`src/shared/rstc_pkg.sv`:
```
/*
 * Constants for the reset controller: register map, cause flag layout,
 * unlock key, timing counts and sequencer states.
 * Assumes a 125 MHz mclk and 32-bit APB access, one register per word.
 */
package rstc_pkg;
    // Printed offsets are not all multiples of four: offsets are indices
    localparam logic [7:0] RSTC_IDX_CAUSE = 8'h00;
    localparam logic [7:0] RSTC_IDX_SWREQ = 8'h01;
    localparam logic [7:0] RSTC_IDX_UNLOCK = 8'h02;
    localparam logic [7:0] RSTC_IDX_STATUS = 8'h03;
    localparam logic [11:0] RSTC_ADDR_CAUSE = {2'h0, RSTC_IDX_CAUSE, 2'h0};
    localparam logic [11:0] RSTC_ADDR_SWREQ = {2'h0, RSTC_IDX_SWREQ, 2'h0};
    localparam logic [11:0] RSTC_ADDR_UNLOCK = {2'h0, RSTC_IDX_UNLOCK, 2'h0};
    localparam logic [11:0] RSTC_ADDR_STATUS = {2'h0, RSTC_IDX_STATUS, 2'h0};
    // Cause flag bit positions
    localparam int RSTC_F_POR = 0;
    localparam int RSTC_F_BOR = 1;
    localparam int RSTC_F_EXT = 2;
    localparam int RSTC_F_WDT = 3;
    localparam int RSTC_F_SW = 4;
    localparam int RSTC_F_DBG = 5;
    localparam int RSTC_NFLAGS = 6;
    localparam int RSTC_TRIG_BIT = 0;
    // Unlock key value is arbitrary
    localparam logic [7:0] RSTC_IO_KEY = 8'h5a;
    localparam int RSTC_UNLOCK_WINDOW = 4;
    localparam logic [2:0] RSTC_UNLOCK_WIN_CNT = 3'(RSTC_UNLOCK_WINDOW);
    // Timing
    localparam int RSTC_CLK_MHZ = 125;
    localparam int RSTC_SRC_DELAY_NS = 150;
    localparam int RSTC_SRC_DELAY_CYC = (RSTC_SRC_DELAY_NS * RSTC_CLK_MHZ) / 1000;
    localparam logic [4:0] RSTC_SRC_DELAY_CNT = 5'(RSTC_SRC_DELAY_CYC);
    localparam int RSTC_PIN_FILT_NS = 2000;
    localparam int RSTC_PIN_FILT_CYC = (RSTC_PIN_FILT_NS * RSTC_CLK_MHZ + 999) / 1000;
    localparam int RSTC_INIT_CYC = 64;
    localparam logic [7:0] RSTC_CAUSE_RST = 8'h01;
    localparam logic [31:0] RSTC_PC_START = 32'h0000_0000;

    typedef enum logic [3:0] {
        RSTC_HOLD = 4'b0001,
        RSTC_INIT = 4'b0010,
        RSTC_SCAN = 4'b0100,
        RSTC_RUN = 4'b1000
    } rstc_state_t;
endpackage

```
`src/verilog/rstc_reset_controller.sv`:
```
/*
 * Reset controller: gathers reset sources, records the cause, sequences
 * hold, initialization, start-up delay and memory scan, and drives the
 * domain resets. APB slave for cause, software reset and unlock registers.
 * Assumes detector and pin inputs are asynchronous and are synchronised
 * here; the fuse loader presents stable fuse values.
 */
// The APB register port and the register addresses were decided locally.
`timescale 1ns/10ps

// Behaviour
// - Program counter restarts at zero after reset
// - Cause register records the reset source
// - Power-on held through start-up and initialization
// - Supply loss reasserts reset at once
// - Brown-out held until supply recovers
// - Pin filter rejects short low pulses
// - Pin acts only when fuse enables
// - Pin holds reset while low
// - Watchdog reset follows after about 150 ns
// - Software trigger starts reset in about 150 ns
// - Debug reset only from debug port
// - High-voltage edges on pin cause reset
// - Supply resets clear brown-out config, debug port
// - User resets spare brown-out config, debug port
// - High-voltage resets debug port, not brown-out config
// - Hold while sources active, then initialize
// - Supply cause adds fuse start-up delay
// - Fuse-selected memory scan lengthens initialization
// - Controller always active in all modes
// - Software reset needs unlock within four instructions
// - Brown-out, pin, watchdog need enables
// - Cause flags bits 0-5, write one clears
// - Trigger bit 0 always reads zero
module rstc_reset_controller
    import rstc_pkg::*;
#(
    parameter int PIN_FILT_CYC = RSTC_PIN_FILT_CYC,
    parameter int INIT_CYC = RSTC_INIT_CYC,
    parameter int STARTUP_UNIT_CYC = 8192
) (
    input wire logic mclk,
    input wire logic rst_b,
    input wire logic psel,
    input wire logic penable,
    input wire logic pwrite,
    input wire logic [11:0] paddr,
    input wire logic [31:0] pwdata,
    output logic [31:0] prdata,
    output logic pready,
    output logic pslverr,
    input wire logic por_low,
    input wire logic bod_low,
    input wire logic bod_enable,
    input wire logic reset_pin,
    input wire logic reset_pin_enable_fuse,
    input wire logic hv_present,
    input wire logic wdt_timeout,
    input wire logic wdt_enable,
    input wire logic program_debug_port_reset,
    input wire logic [2:0] startup_delay_select,
    input wire logic boot_crc_scan_select,
    input wire logic crc_scan_done,
    input wire logic cpu_insn_retire,
    output logic sys_rst_b_ff,
    output logic bod_cfg_rst_b_ff,
    output logic debug_port_rst_b_ff,
    output logic fuse_reload_ff,
    output logic crc_scan_start_ff,
    output logic [31:0] pc_reset_value_ff
);

    // Two-flop synchronisers for all asynchronous inputs
    logic [5:0] sync1_ff, sync2_ff;
    logic [5:0] async_in;
    assign async_in = {por_low, bod_low, reset_pin, hv_present, wdt_timeout, program_debug_port_reset};
    always_ff @(posedge mclk) begin
        sync1_ff <= async_in;
        sync2_ff <= sync1_ff;
    end
    logic s_por, s_bod, s_pin, s_hv, s_wdt, s_dbg;
    assign {s_por, s_bod, s_pin, s_hv, s_wdt, s_dbg} = sync2_ff;

    // Source state: filter, delays, edge history
    logic [15:0] filt_cnt_ff, nxt_filt_cnt;
    logic pin_req_ff, nxt_pin_req;
    logic hv_prev_ff, nxt_hv_prev;
    logic hv_req_ff, nxt_hv_req;
    logic wdt_prev_ff, nxt_wdt_prev;
    logic [4:0] wdt_dly_ff, nxt_wdt_dly;
    logic [4:0] sw_dly_ff, nxt_sw_dly;
    logic wdt_req, sw_req, sw_fire, bod_req;

    always_comb begin
        nxt_filt_cnt = filt_cnt_ff;
        nxt_pin_req = pin_req_ff;
        // Pin low must persist before a request is raised
        if (!reset_pin_enable_fuse || s_pin) begin
            nxt_filt_cnt = 16'h0000;
            nxt_pin_req = 1'b0;
        end else if (filt_cnt_ff >= 16'(PIN_FILT_CYC - 1)) begin
            nxt_pin_req = 1'b1;
        end else begin
            nxt_filt_cnt = filt_cnt_ff + 16'h0001;
        end
        nxt_hv_prev = s_hv;
        nxt_hv_req = s_hv ^ hv_prev_ff;
        nxt_wdt_prev = s_wdt;
        nxt_wdt_dly = wdt_dly_ff;
        // Delay counters model the source-to-reset latency
        if (wdt_enable && s_wdt && !wdt_prev_ff) begin
            nxt_wdt_dly = RSTC_SRC_DELAY_CNT;
        end else if (wdt_dly_ff != 5'h00) begin
            nxt_wdt_dly = wdt_dly_ff - 5'h01;
        end
        nxt_sw_dly = sw_dly_ff;
        if (sw_fire) begin
            nxt_sw_dly = RSTC_SRC_DELAY_CNT;
        end else if (sw_dly_ff != 5'h00) begin
            nxt_sw_dly = sw_dly_ff - 5'h01;
        end
    end

    assign wdt_req = (wdt_dly_ff == 5'h01);
    assign sw_req = (sw_dly_ff == 5'h01);
    assign bod_req = bod_enable && s_bod;

    always_ff @(posedge mclk) begin
        if (!rst_b) begin
            filt_cnt_ff <= 16'h0000;
            pin_req_ff <= 1'b0;
            hv_prev_ff <= 1'b0;
            hv_req_ff <= 1'b0;
            wdt_prev_ff <= 1'b0;
            wdt_dly_ff <= 5'h00;
            sw_dly_ff <= 5'h00;
        end else begin
            filt_cnt_ff <= nxt_filt_cnt;
            pin_req_ff <= nxt_pin_req;
            hv_prev_ff <= nxt_hv_prev;
            hv_req_ff <= nxt_hv_req;
            wdt_prev_ff <= nxt_wdt_prev;
            wdt_dly_ff <= nxt_wdt_dly;
            sw_dly_ff <= nxt_sw_dly;
        end
    end

    // Any active source; debug input comes only from the debug pin
    logic supply_act, user_act, any_act;
    assign supply_act = s_por || bod_req;
    assign user_act = pin_req_ff || wdt_req || sw_req || s_dbg || hv_req_ff;
    assign any_act = supply_act || user_act;

    // Sequencer and domain resets
    rstc_state_t state_ff, nxt_state;
    logic [31:0] seq_cnt_ff, nxt_seq_cnt;
    logic supply_cause_ff, nxt_supply_cause;
    logic hv_cause_ff, nxt_hv_cause;
    logic nxt_sys_rst_b, nxt_bod_cfg_rst_b, nxt_dbg_rst_b, nxt_fuse_reload, nxt_crc_start;
    logic [31:0] startup_cyc;
    assign startup_cyc = 32'(startup_delay_select) * 32'(STARTUP_UNIT_CYC);

    always_comb begin
        nxt_state = state_ff;
        nxt_seq_cnt = seq_cnt_ff;
        nxt_supply_cause = supply_cause_ff;
        nxt_hv_cause = hv_cause_ff;
        nxt_crc_start = 1'b0;
        case (state_ff)
            RSTC_HOLD: begin
                nxt_seq_cnt = 32'h0000_0000;
                if (!any_act) begin
                    nxt_state = RSTC_INIT;
                end
            end
            RSTC_INIT: begin
                nxt_seq_cnt = seq_cnt_ff + 32'h0000_0001;
                // Supply causes add the fuse start-up delay
                if (seq_cnt_ff + 32'h0000_0001 >= 32'(INIT_CYC) + (supply_cause_ff ? startup_cyc : 32'h0)) begin
                    if (boot_crc_scan_select) begin
                        nxt_state = RSTC_SCAN;
                        nxt_crc_start = 1'b1;
                    end else begin
                        nxt_state = RSTC_RUN;
                    end
                end
            end
            RSTC_SCAN: begin
                // Done may still stand from an earlier scan while the start
                // pulse is out; trust it only from the next cycle on
                if (crc_scan_done && !crc_scan_start_ff) begin
                    nxt_state = RSTC_RUN;
                end
            end
            RSTC_RUN: begin
                nxt_supply_cause = 1'b0;
                nxt_hv_cause = 1'b0;
            end
            default: nxt_state = RSTC_HOLD;
        endcase
        // A new source restarts the hold at once from any state
        if (any_act) begin
            nxt_state = RSTC_HOLD;
            nxt_crc_start = 1'b0;
            if (supply_act) begin
                nxt_supply_cause = 1'b1;
            end
            if (hv_req_ff) begin
                nxt_hv_cause = 1'b1;
            end
        end
        nxt_sys_rst_b = (nxt_state == RSTC_RUN);
        nxt_fuse_reload = (nxt_state == RSTC_HOLD);
        nxt_bod_cfg_rst_b = !(nxt_state == RSTC_HOLD && nxt_supply_cause);
        nxt_dbg_rst_b = !(nxt_state == RSTC_HOLD && (nxt_supply_cause || nxt_hv_cause));
    end

    // Synchronous release; the reset input forces outputs to reset value
    always_ff @(posedge mclk) begin
        if (!rst_b) begin
            state_ff <= RSTC_HOLD;
            seq_cnt_ff <= 32'h0000_0000;
            supply_cause_ff <= 1'b1;
            hv_cause_ff <= 1'b0;
            sys_rst_b_ff <= 1'b0;
            bod_cfg_rst_b_ff <= 1'b0;
            debug_port_rst_b_ff <= 1'b0;
            fuse_reload_ff <= 1'b1;
            crc_scan_start_ff <= 1'b0;
            pc_reset_value_ff <= RSTC_PC_START;
        end else begin
            state_ff <= nxt_state;
            seq_cnt_ff <= nxt_seq_cnt;
            supply_cause_ff <= nxt_supply_cause;
            hv_cause_ff <= nxt_hv_cause;
            sys_rst_b_ff <= nxt_sys_rst_b;
            bod_cfg_rst_b_ff <= nxt_bod_cfg_rst_b;
            debug_port_rst_b_ff <= nxt_dbg_rst_b;
            fuse_reload_ff <= nxt_fuse_reload;
            crc_scan_start_ff <= nxt_crc_start;
            pc_reset_value_ff <= RSTC_PC_START;
        end
    end

    // APB registers: cause flags, unlock window
    logic [5:0] reset_cause_flags_ff, nxt_cause;
    logic [2:0] unlock_cnt_ff, nxt_unlock_cnt;
    logic [31:0] nxt_prdata;
    logic nxt_pready, nxt_pslverr;
    logic acc, wr, mapped;
    assign acc = psel && penable && !pready;
    // Writes commit on the completing edge, when pready is seen high
    assign wr = psel && penable && pready && pwrite;
    assign mapped = paddr == RSTC_ADDR_CAUSE || paddr == RSTC_ADDR_SWREQ || paddr == RSTC_ADDR_UNLOCK
        || (paddr == RSTC_ADDR_STATUS && !pwrite);
    assign sw_fire = wr && paddr == RSTC_ADDR_SWREQ && unlock_cnt_ff != 3'h0 && pwdata[RSTC_TRIG_BIT];

    always_comb begin
        nxt_cause = reset_cause_flags_ff;
        nxt_unlock_cnt = unlock_cnt_ff;
        nxt_prdata = 32'h0000_0000;
        nxt_pready = acc;
        nxt_pslverr = 1'b0;
        if (cpu_insn_retire && unlock_cnt_ff != 3'h0) begin
            nxt_unlock_cnt = unlock_cnt_ff - 3'h1;
        end
        // Write-one clears first so a same-cycle cause wins
        if (wr && paddr == RSTC_ADDR_CAUSE) begin
            nxt_cause = reset_cause_flags_ff & ~pwdata[5:0];
        end else if (wr && paddr == RSTC_ADDR_UNLOCK) begin
            nxt_unlock_cnt = (pwdata[7:0] == RSTC_IO_KEY) ? RSTC_UNLOCK_WIN_CNT : 3'h0;
        end else if (wr && paddr == RSTC_ADDR_SWREQ) begin
            nxt_unlock_cnt = 3'h0;
        end else if (acc && !pwrite && paddr == RSTC_ADDR_CAUSE) begin
            nxt_prdata = {26'h0, reset_cause_flags_ff};
        end else if (acc && !pwrite && paddr == RSTC_ADDR_SWREQ) begin
            nxt_prdata = 32'h0000_0000;
        end else if (acc && !pwrite && paddr == RSTC_ADDR_UNLOCK) begin
            nxt_prdata = {29'h0, unlock_cnt_ff};
        end else if (acc && !pwrite && paddr == RSTC_ADDR_STATUS) begin
            nxt_prdata = {28'h0, state_ff};
        end else if (acc && !mapped) begin
            nxt_pslverr = 1'b1;
        end
        // Priority among causes: power-on clears the rest, brown-out all but power-on
        if (s_por) begin
            nxt_cause = 6'h01;
        end else if (bod_req) begin
            nxt_cause = (reset_cause_flags_ff & 6'h01) | 6'h02;
        end else begin
            if (pin_req_ff) nxt_cause[RSTC_F_EXT] = 1'b1;
            if (wdt_req) nxt_cause[RSTC_F_WDT] = 1'b1;
            if (sw_req) nxt_cause[RSTC_F_SW] = 1'b1;
            if (s_dbg || hv_req_ff) nxt_cause[RSTC_F_DBG] = 1'b1;
        end
    end

    always_ff @(posedge mclk) begin
        if (!rst_b) begin
            reset_cause_flags_ff <= RSTC_CAUSE_RST[5:0];
            unlock_cnt_ff <= 3'h0;
            prdata <= 32'h0000_0000;
            pready <= 1'b0;
            pslverr <= 1'b0;
        end else begin
            reset_cause_flags_ff <= nxt_cause;
            unlock_cnt_ff <= nxt_unlock_cnt;
            prdata <= nxt_prdata;
            pready <= nxt_pready;
            pslverr <= nxt_pslverr;
        end
    end
endmodule // rstc_reset_controller

```
`config.mk`:
```
export PLATFORM = sky130hd
export DESIGN_NAME = rstc_reset_controller
export DESIGN_NICKNAME = d
export VERILOG_FILES = /design/src/shared/rstc_pkg.sv /design/src/verilog/rstc_reset_controller.sv
export SDC_FILE = /design/constraint.sdc
export NUM_CORES = 1
export LEC_CHECK = 0
export BUFFER_PORTS_ARGS = -buffer_cell sky130_fd_sc_hd__buf_2
export CAP_MARGIN = 10
export CORE_ASPECT_RATIO = 0.7
export CORE_MARGIN = 5
export CORE_UTILIZATION = 40
export CTS_BUF_LIST = sky130_fd_sc_hd__clkbuf_8
export DETAILED_ROUTE_END_ITERATION = 12
export REMOVE_ABC_BUFFERS = 1
export SKIP_CTS_REPAIR_TIMING = 1
export SLEW_MARGIN = 30
export SYNTH_ARGS = -nofsm -noshare
export SYNTH_HDL_FRONTEND = slang
export SYNTH_SLANG_ARGS = --single-unit
```
`constraint.sdc`:
```
create_clock -name mclk -period 4 [get_ports mclk]
set_input_delay 0.8 -clock mclk [delete_from_list [all_inputs] [get_ports mclk]]
set_output_delay 0.8 -clock mclk [all_outputs]
set_load 0.1 [all_outputs]
```
==> After elaboration in Yosys (flattened, before gate mapping) <==
Cells that the tools add are included.
Widths: inputs -> output; s select.
{ "word_totals": {"inputBits": 64, "mem_bits_rw": 0, "rom_bits": 0, "reg_bits": 128, "mem_count": 0, "output_inout_bits": 71, "elab_cells": 157, "latchBits": 0} }
{ "classes": {"add_sub_neg": 6, "n_eq_ne": 12, "n_reduce_logical": 65, "order_cmp": 2, "div": 0, "bitwise_logic": 7, "mul": 0, "shift": 0, "n_mux": 34} }
{ "ops": {"columns": ["operator", "n"], "rows": [
  ["$pmux 32 s2", 1],
  ["$add 32x1->32 const B", 1],
  ["$ge 32x17->1", 1],
  ["$mux 4", 7],
  ["$eq 12x4->1 const B", 2],
  ["$logic_and 1x1->1", 23],
  ["$mux 5", 4],
  ["$add 7x16->17 const A", 1],
  ["$add 16x1->16 const B", 1],
  ["$ge 16x8->1 const B", 1],
  ["$mux 16", 1],
  ["$pmux 4 s4", 1],
  ["$reduce_bool 2->1", 8],
  ["$mux 3", 5],
  ["$eq 12x3->1 const B", 1],
  ["$logic_not 12->1", 1],
  ["$logic_or 1x1->1", 12],
  ["$mux 1", 12],
  ["$mux 6", 2],
  ["$eq 5x1->1 const B", 2],
  ["$reduce_bool 5->1", 2],
  ["$sub 5x1->5 const B", 2],
  ["$eq 4x1->1 const B", 2],
  ["$eq 4x4->1 const B", 2],
  ["17 further kinds", 31]
]} }

==> Depth between registers and ports, before layout <==
Gate-level depths: netlist (run 1).
{ "logic_depth": {"word_depth": 10, "mapped_depth": 12, "depth_no_buf": 11} }

==> Worst setup path after synthesis (run 1) <==
No wires, ideal clock.
{ "synth_path": {"path_type": "flip-flop to flip-flop", "from": "register seq_cnt_ff[7]", "to": "register state_ff[2]", "slack_ns": 1.151, "arrival_time_ns": 2.719, "path_buffers": 2, "t_required_ns": 3.870, "setup_ns": 0.130, "synth_period_minus_slack_ns": 2.849, "path_stages_with_launch": 12, "cell_sequence": "dfxtp_1 buf_2 nand4_2 or4_4 buf_6 xnor2_1 ha_1 and3_1 a221oi_1 nand4_1 nor4_4 o22ai_1"} }
{ "synth_between": {"elab_chain_len": 5} }
{ "synth_lines": {"columns": ["item", "line_no", "source"], "rows": [
  ["start, declared", "rstc_reset_controller.sv:156", "logic [31:0] seq_cnt_ff, nxt_seq_cnt;"],
  ["start signal, assigned", "rstc_reset_controller.sv:233", "seq_cnt_ff <= nxt_seq_cnt;"],
  ["$add 32x1->32", "rstc_reset_controller.sv:179", "if (seq_cnt_ff + 32'h0000_0001 >= 32'(INIT_CYC) + (supply_cause_ff ? startup_cyc : 32'h0)) begin"],
  ["$ge 32x17->1", "rstc_reset_controller.sv:179", null],
  ["$mux 4", "rstc_reset_controller.sv:179", null],
  ["$pmux 4 s4", "rstc_reset_controller.sv:169", "case (state_ff)"],
  ["$mux 4", "rstc_reset_controller.sv:202", "if (any_act) begin"],
  ["end signal, assigned", "rstc_reset_controller.sv:232", "state_ff <= nxt_state;"],
  ["end, declared", "rstc_reset_controller.sv:155", "rstc_state_t state_ff, nxt_state;"]
]} }
No other way between the ends.
A chain may end at the register's enable or synchronous reset.

==> Final worst setup path (run 1) <==
{ "layout_path": {"from": "register seq_cnt_ff[4]", "to": "register sys_rst_b_ff"} }
{ "layout_between": {"elab_chain_len": 6} }
{ "layout_lines": {"columns": ["item", "line_no", "source"], "rows": [
  ["$add 32x1->32", "rstc_reset_controller.sv:179", null],
  ["$ge 32x17->1", "rstc_reset_controller.sv:179", null],
  ["$mux 4", "rstc_reset_controller.sv:179", null],
  ["$pmux 4 s4", "rstc_reset_controller.sv:169", null],
  ["$mux 4", "rstc_reset_controller.sv:202", null],
  ["$eq 4x4->1", "rstc_reset_controller.sv:212", "nxt_sys_rst_b = (nxt_state == RSTC_RUN);"],
  ["end signal, assigned", "rstc_reset_controller.sv:236", "sys_rst_b_ff <= nxt_sys_rst_b;"],
  ["end, declared", "rstc_reset_controller.sv:65", "output logic sys_rst_b_ff,"]
]} }
No other way between the ends.

==> out/results.ini, run 1 <==
[clock_network]
cts_made_buffers=9
clockBufferDepth=2
cts_tree=yes
clk_pin_slew_ns=0.10
cts-root-buf=clkbuf_8
clkSinkCount=102
h-tree-depth=3
clk_latency_ns=0.36

[sta]
fmax_mhz=299
slew_violations=0
finalHoldViolations=0
tightest_slew_ns=0.901
tns_ns=0
setup_ws_ns=0.657
setup_viol=0
fin_crit_ns=3.34
finalClockSkew_ns=0.00912
relSlewSlack_pct=39.2
grt_setup_unrepaired=false
timing.final.crit_share_pct=83.6

[worst_setup_path]
critical_path_class=flip-flop to flip-flop
crit_slowest_cell=dfxtp_1
cp_common_cell=nor2_1
path_max_fanout=7
crit_arrival_ns=3.57
worstPathRequired_ns=4.22
path_cells=nand4_2 -> nor2_1 -> nand2_1 -> nor2_1 -> xor2_1 -> ha_1 -> and3_1 -> a221oi_1 -> nand4_1 -> nor4_4 -> o22ai_1
cpLargestDelayFamily=simple AND/OR/NAND/NOR gates
end_kind=flip-flop
critPathLaunchType=flip-flop
critPathMaxStageDelay_ns=0.46
worst-path-buf-inv=0

[pwr]
vdd_drop_max_mv=0.252
p_leak_uw=0.00226
power.density_nw_per_um2=441

[floorplanning]
initial_core_util_pct=40.7
io-pin-count=135
fp.dieW_um=148
core_um2=13100
dieArea_um2=15800
chipHeight_um=107
num_rows=35

[synth]
ys_seq_elements=102
synth.distinct_cells=59
yosysTopAreaCellShare_pct=38.2
synthArstFlopShare_pct=0
yosys.area.top_type=dfxtp_1
netlist_area_um2=5340
ys_seq_area_share_pct=38.2
avgSynthCellArea_um2=8.21
synth_edf_count=0
synthCells=651
synth_area_leaders=dfxtp_1 (38%), buf_4 (8.1%), nor2_1 (5.1%)
ys_warn_count=0
ys.flop_type=dfxtp_1

[drt]
first_pass_iters=6
route.vias.total=4452
wirelength_um=12100
wire_per_inst_um=14.1
drt_iter0_markers=284
viasPerCell=5.21
postRouteAntennaNets=0
drc=0

[final_layout]
num-nets-final=764
area_growth_pct=6.04
fin_area_um2=5670
final_cell_mix=dfxtp_1 (102), nor2_1 (73), nand2_1 (61)
layout_commonest_cell=dfxtp_1
drive_gt1_share_pct=11.6
antenna_cells=0

[place]
dpl_worst_slack_ns=0.720
dpl.hpwl_um=8980
routabilityCongestion=0.857
port_buffers=52
placed_cell_area_um2=5480

[global_route]
grt_pass1_vias=4056
grt_pass1_wl_um=19700
track_usage_pct=15.0
grt-ovfl-total=0
antenna_found_initial=0
grt_max_degree=39

[worst_hold_path]
min_path_type=flip-flop to flip-flop

[run_status]
status=completed

[job]
maxCapViolCount=0

-- per-layer routing --
layer / up-vias / global-route usage (%) / routed length (um)
li1: 2219 / - / -
met1: 2074 / 21.6 / 5980
met2: 144 / 22.6 / 5160
met3: 15 / 3.42 / 814
met4: 0 / 3.76 / 131
met5: - / 0 / 0
-- Yosys cell counts, types with 3 or more instances --
cell      count
a21oi_1      32
clkbuf_1     16
and2_1       13
dfxtp_1     102
nor4_1       12
mux2i_1       5
nor3b_1       4
nand2_1      61
nand3_1      29
nor3_1       24
buf_2        12
ha_1         15
nand4_1      13
nand2b_1      5
and4_1        4
nor2_1       73
xnor2_1      22
or4_1         3
inv_1        23
nand3b_1      8
o22ai_1       6
o31ai_1       5
buf_4        58
a31oi_1       6
a311oi_1      7
and3_1        9
or3_1         5
o21ai_0      25
a41oi_1       3
a22oi_1       6
xor2_1        8
-- report_power, final --
part	leakage, uW	internal [uW]	total [uW]	switching, uW
Combinational	0.00134	197	711	514
Clock	0.0000929	285	634	349
Sequential	0.000831	1090	1150	59.3
Total	0.00226	1570	2500	922
-- final timing paths --
path                 startpoint  slack (ns)  cells past startpoint            to
setup / recovery  seq_cnt_ff[4]        0.66                     11  sys_rst_b_ff
hold reg to reg     sync1_ff[0]        0.33                      0   sync2_ff[0]
hold / removal      sync1_ff[0]        0.33                      0   sync2_ff[0]
setup reg to reg  seq_cnt_ff[4]        0.66                     11  sys_rst_b_ff
-- flip-flops by register name, summed over array words and instances (netlist names), 3 cells and up --
| signal | count |
|---|---|
| seq_cnt_ff | 32 |
| filt_cnt_ff | 16 |
| prdata | 6 |
| reset_cause_flags_ff | 6 |
| sync1_ff | 6 |
| sync2_ff | 6 |
| sw_dly_ff | 5 |
| wdt_dly_ff | 5 |
| state_ff | 4 |
| unlock_cnt_ff | 3 |
-- metrics by stage --
stage | total power (uW) | hold WS, ns | instances | util, %
floorplan | 1760 | 0.310 | 619 | -
global placement | 1860 | 0.311 | 840 | 41.7
detailed placement | 1880 | 0.312 | 840 | 41.7
CTS | 2530 | 0.336 | 855 | 43.1
global route | 2650 | 0.344 | 855 | 43.1
finish | 2500 | 0.333 | 855 | 43.1
-- cell families after synthesis --
logic type | count (synthesis) | share of synthesized area, %
and+or+nand+nor | 277 | 26.7
buffers and inverters | 112 | 12.4
AOI/OAI and AO/OA | 107 | 12.8
DFF | 102 | 38.2
xor gates and xnor gates | 30 | 4.92
adders and majority gates | 15 | 3.51
muxes | 7 | 1.36
other | 1 | 0.0702
-- cell type report --
type | count | area (um2)
Clock buffer | 9 | 124
Timing Repair Buffer | 55 | 283
Fill cell | 1322 | 7470
Tap cell | 166 | 208
Multi-Input combinational cell | 494 | 2860
Sequential cell | 102 | 2040
Clock inverter | 6 | 62.6
Inverter | 23 | 86.3
(Power assumes the default switching activity.)
==> run 2, diff against run 1 <==
==> constraint.sdc (replaced) <==
create_clock -name mclk -period 3.48 [get_ports mclk]
set_input_delay 0.696 -clock mclk [delete_from_list [all_inputs] [get_ports mclk]]
set_output_delay 0.696 -clock mclk [all_outputs]
set_load 0.1 [all_outputs]
==> run 2 against run 1 <==
  * Power rose by 16%
  * Clock power rose by 18%
  * Fmax rose by 2.6%
  * Non-clock buffer count rose by 6
  * Setup slack got worse by 0.44 ns
  * Sequential power rose by 15%
  * Critical path type unchanged
  * Largest power group unchanged
==> out/results.ini, run 2 (same netlist as run 1, synthesis figures left out) <==
[floorplanning]
dieArea_um2=15800
initial_core_util_pct=40.7
chipHeight_um=107
io-pin-count=135
num_rows=35
core_um2=13100
fp.dieW_um=148

[clock_network]
clk_pin_slew_ns=0.10
cts_tree=yes
cts_made_buffers=9
clockBufferDepth=2
clkSinkCount=102
cts-root-buf=clkbuf_8
h-tree-depth=3
clk_latency_ns=0.36

[final_layout]
num-nets-final=770
antenna_cells=0
drive_gt1_share_pct=12.5
largest_reg_flops=32
finalNonFillerCells=862
final_cell_mix=dfxtp_1 (102), nor2_1 (73), nand2_1 (61)
layout_commonest_cell=dfxtp_1
area_growth_pct=7.07
top_register=seq_cnt_ff
top_regs=seq_cnt_ff x32, filt_cnt_ff x16

[sta]
fmax_mhz=307
setup_viol=0
finalHoldViolations=0
setup_ws_ns=0.221
slew_violations=0
grt_setup_unrepaired=false
timing.final.crit_share_pct=93.6
relSlewSlack_pct=42.9
whs_ns=0.335
tightest_slew_ns=0.845
tns_ns=0
fin_crit_ns=3.26
finalClockSkew_ns=0.00845

[place]
dpl_worst_slack_ns=0.277
dp.cells=846
dpl.hpwl_um=8980
routabilityCongestion=0.833
port_buffers=52

[job]
maxCapViolCount=0

[worst_setup_path]
crit_arrival_ns=3.49
critPathLaunchType=flip-flop
end_kind=flip-flop
path_max_fanout=8
worstPathRequired_ns=3.71
critical_path_class=flip-flop to flip-flop

[drt]
first_pass_iters=5
drt_iter0_markers=338
route.vias.total=4477
viasPerCell=5.19
wire_per_inst_um=14.0
wirelength_um=12100
postRouteAntennaNets=0
drc=0

[global_route]
grt_max_degree=39
grt_pass1_wl_um=19300
track_usage_pct=14.8
grt-ovfl-total=0
antenna_found_initial=0
grt_pass1_vias=4056

[pwr]
p_leak_uw=0.00230
power.density_nw_per_um2=506
p_total_uw=2890
vdd_drop_max_mv=0.207

[run_status]
status=completed

[worst_hold_path]
min_path_type=flip-flop to flip-flop

-- run 2: cell type report --
class | count | area, um2
clock inverter | 7 | 72.6
timing repair buffer | 61 | 328
multi-input combinational | 494 | 2860
clock buffer | 9 | 124
inverter | 23 | 86.3
sequential | 102 | 2040
fill | 1300 | 7420
tap | 166 | 208
-- run 2: path summary, 6_finish.rpt --
| path | depth (start not counted) | to | from | slack [ns] |
|---|---|---|---|---|
| worst min-delay path | 0 | sync2_ff[1] | sync1_ff[1] | 0.34 |
| worst max register to register | 9 | sys_rst_b_ff | seq_cnt_ff[8] | 0.22 |
| worst max-delay path | 9 | sys_rst_b_ff | seq_cnt_ff[8] | 0.22 |
| worst min register to register | 0 | sync2_ff[1] | sync1_ff[1] | 0.34 |
-- run 2: stage by stage --
stage / util [%] / cell area [um2]
after floorplan: - / 4980
after global placement: 42.0 / 5520
after detailed placement: 42.0 / 5520
after CTS: 43.5 / 5720
after global routing: 43.5 / 5720
final: 43.5 / 5720
-- run 2: worst max-delay path, stage by stage (launching register included) --
cell and delay [ns]:
dfxtp_1 0.49, nand4_2 0.24, or4_4 0.60, xnor2_1 0.16, ha_1 0.31, and3_1 0.22, a221oi_1 0.31, nand4_1 0.19
nor4_4 0.45, o22ai_1 0.17
-- run 2: power by group --
part / switching, uW / internal (uW)
Sequential: 68.0 / 1250
Clock: 411 / 335
Combinational: 594 / 228
Total: 1070 / 1820
-- run 2: per-layer routing --
layer	GRT usage, %	share of wire, %
met1	21.4	49
met3	3.21	6.6
met2	22.2	44
met4	3.89	0.50
met5	0	0
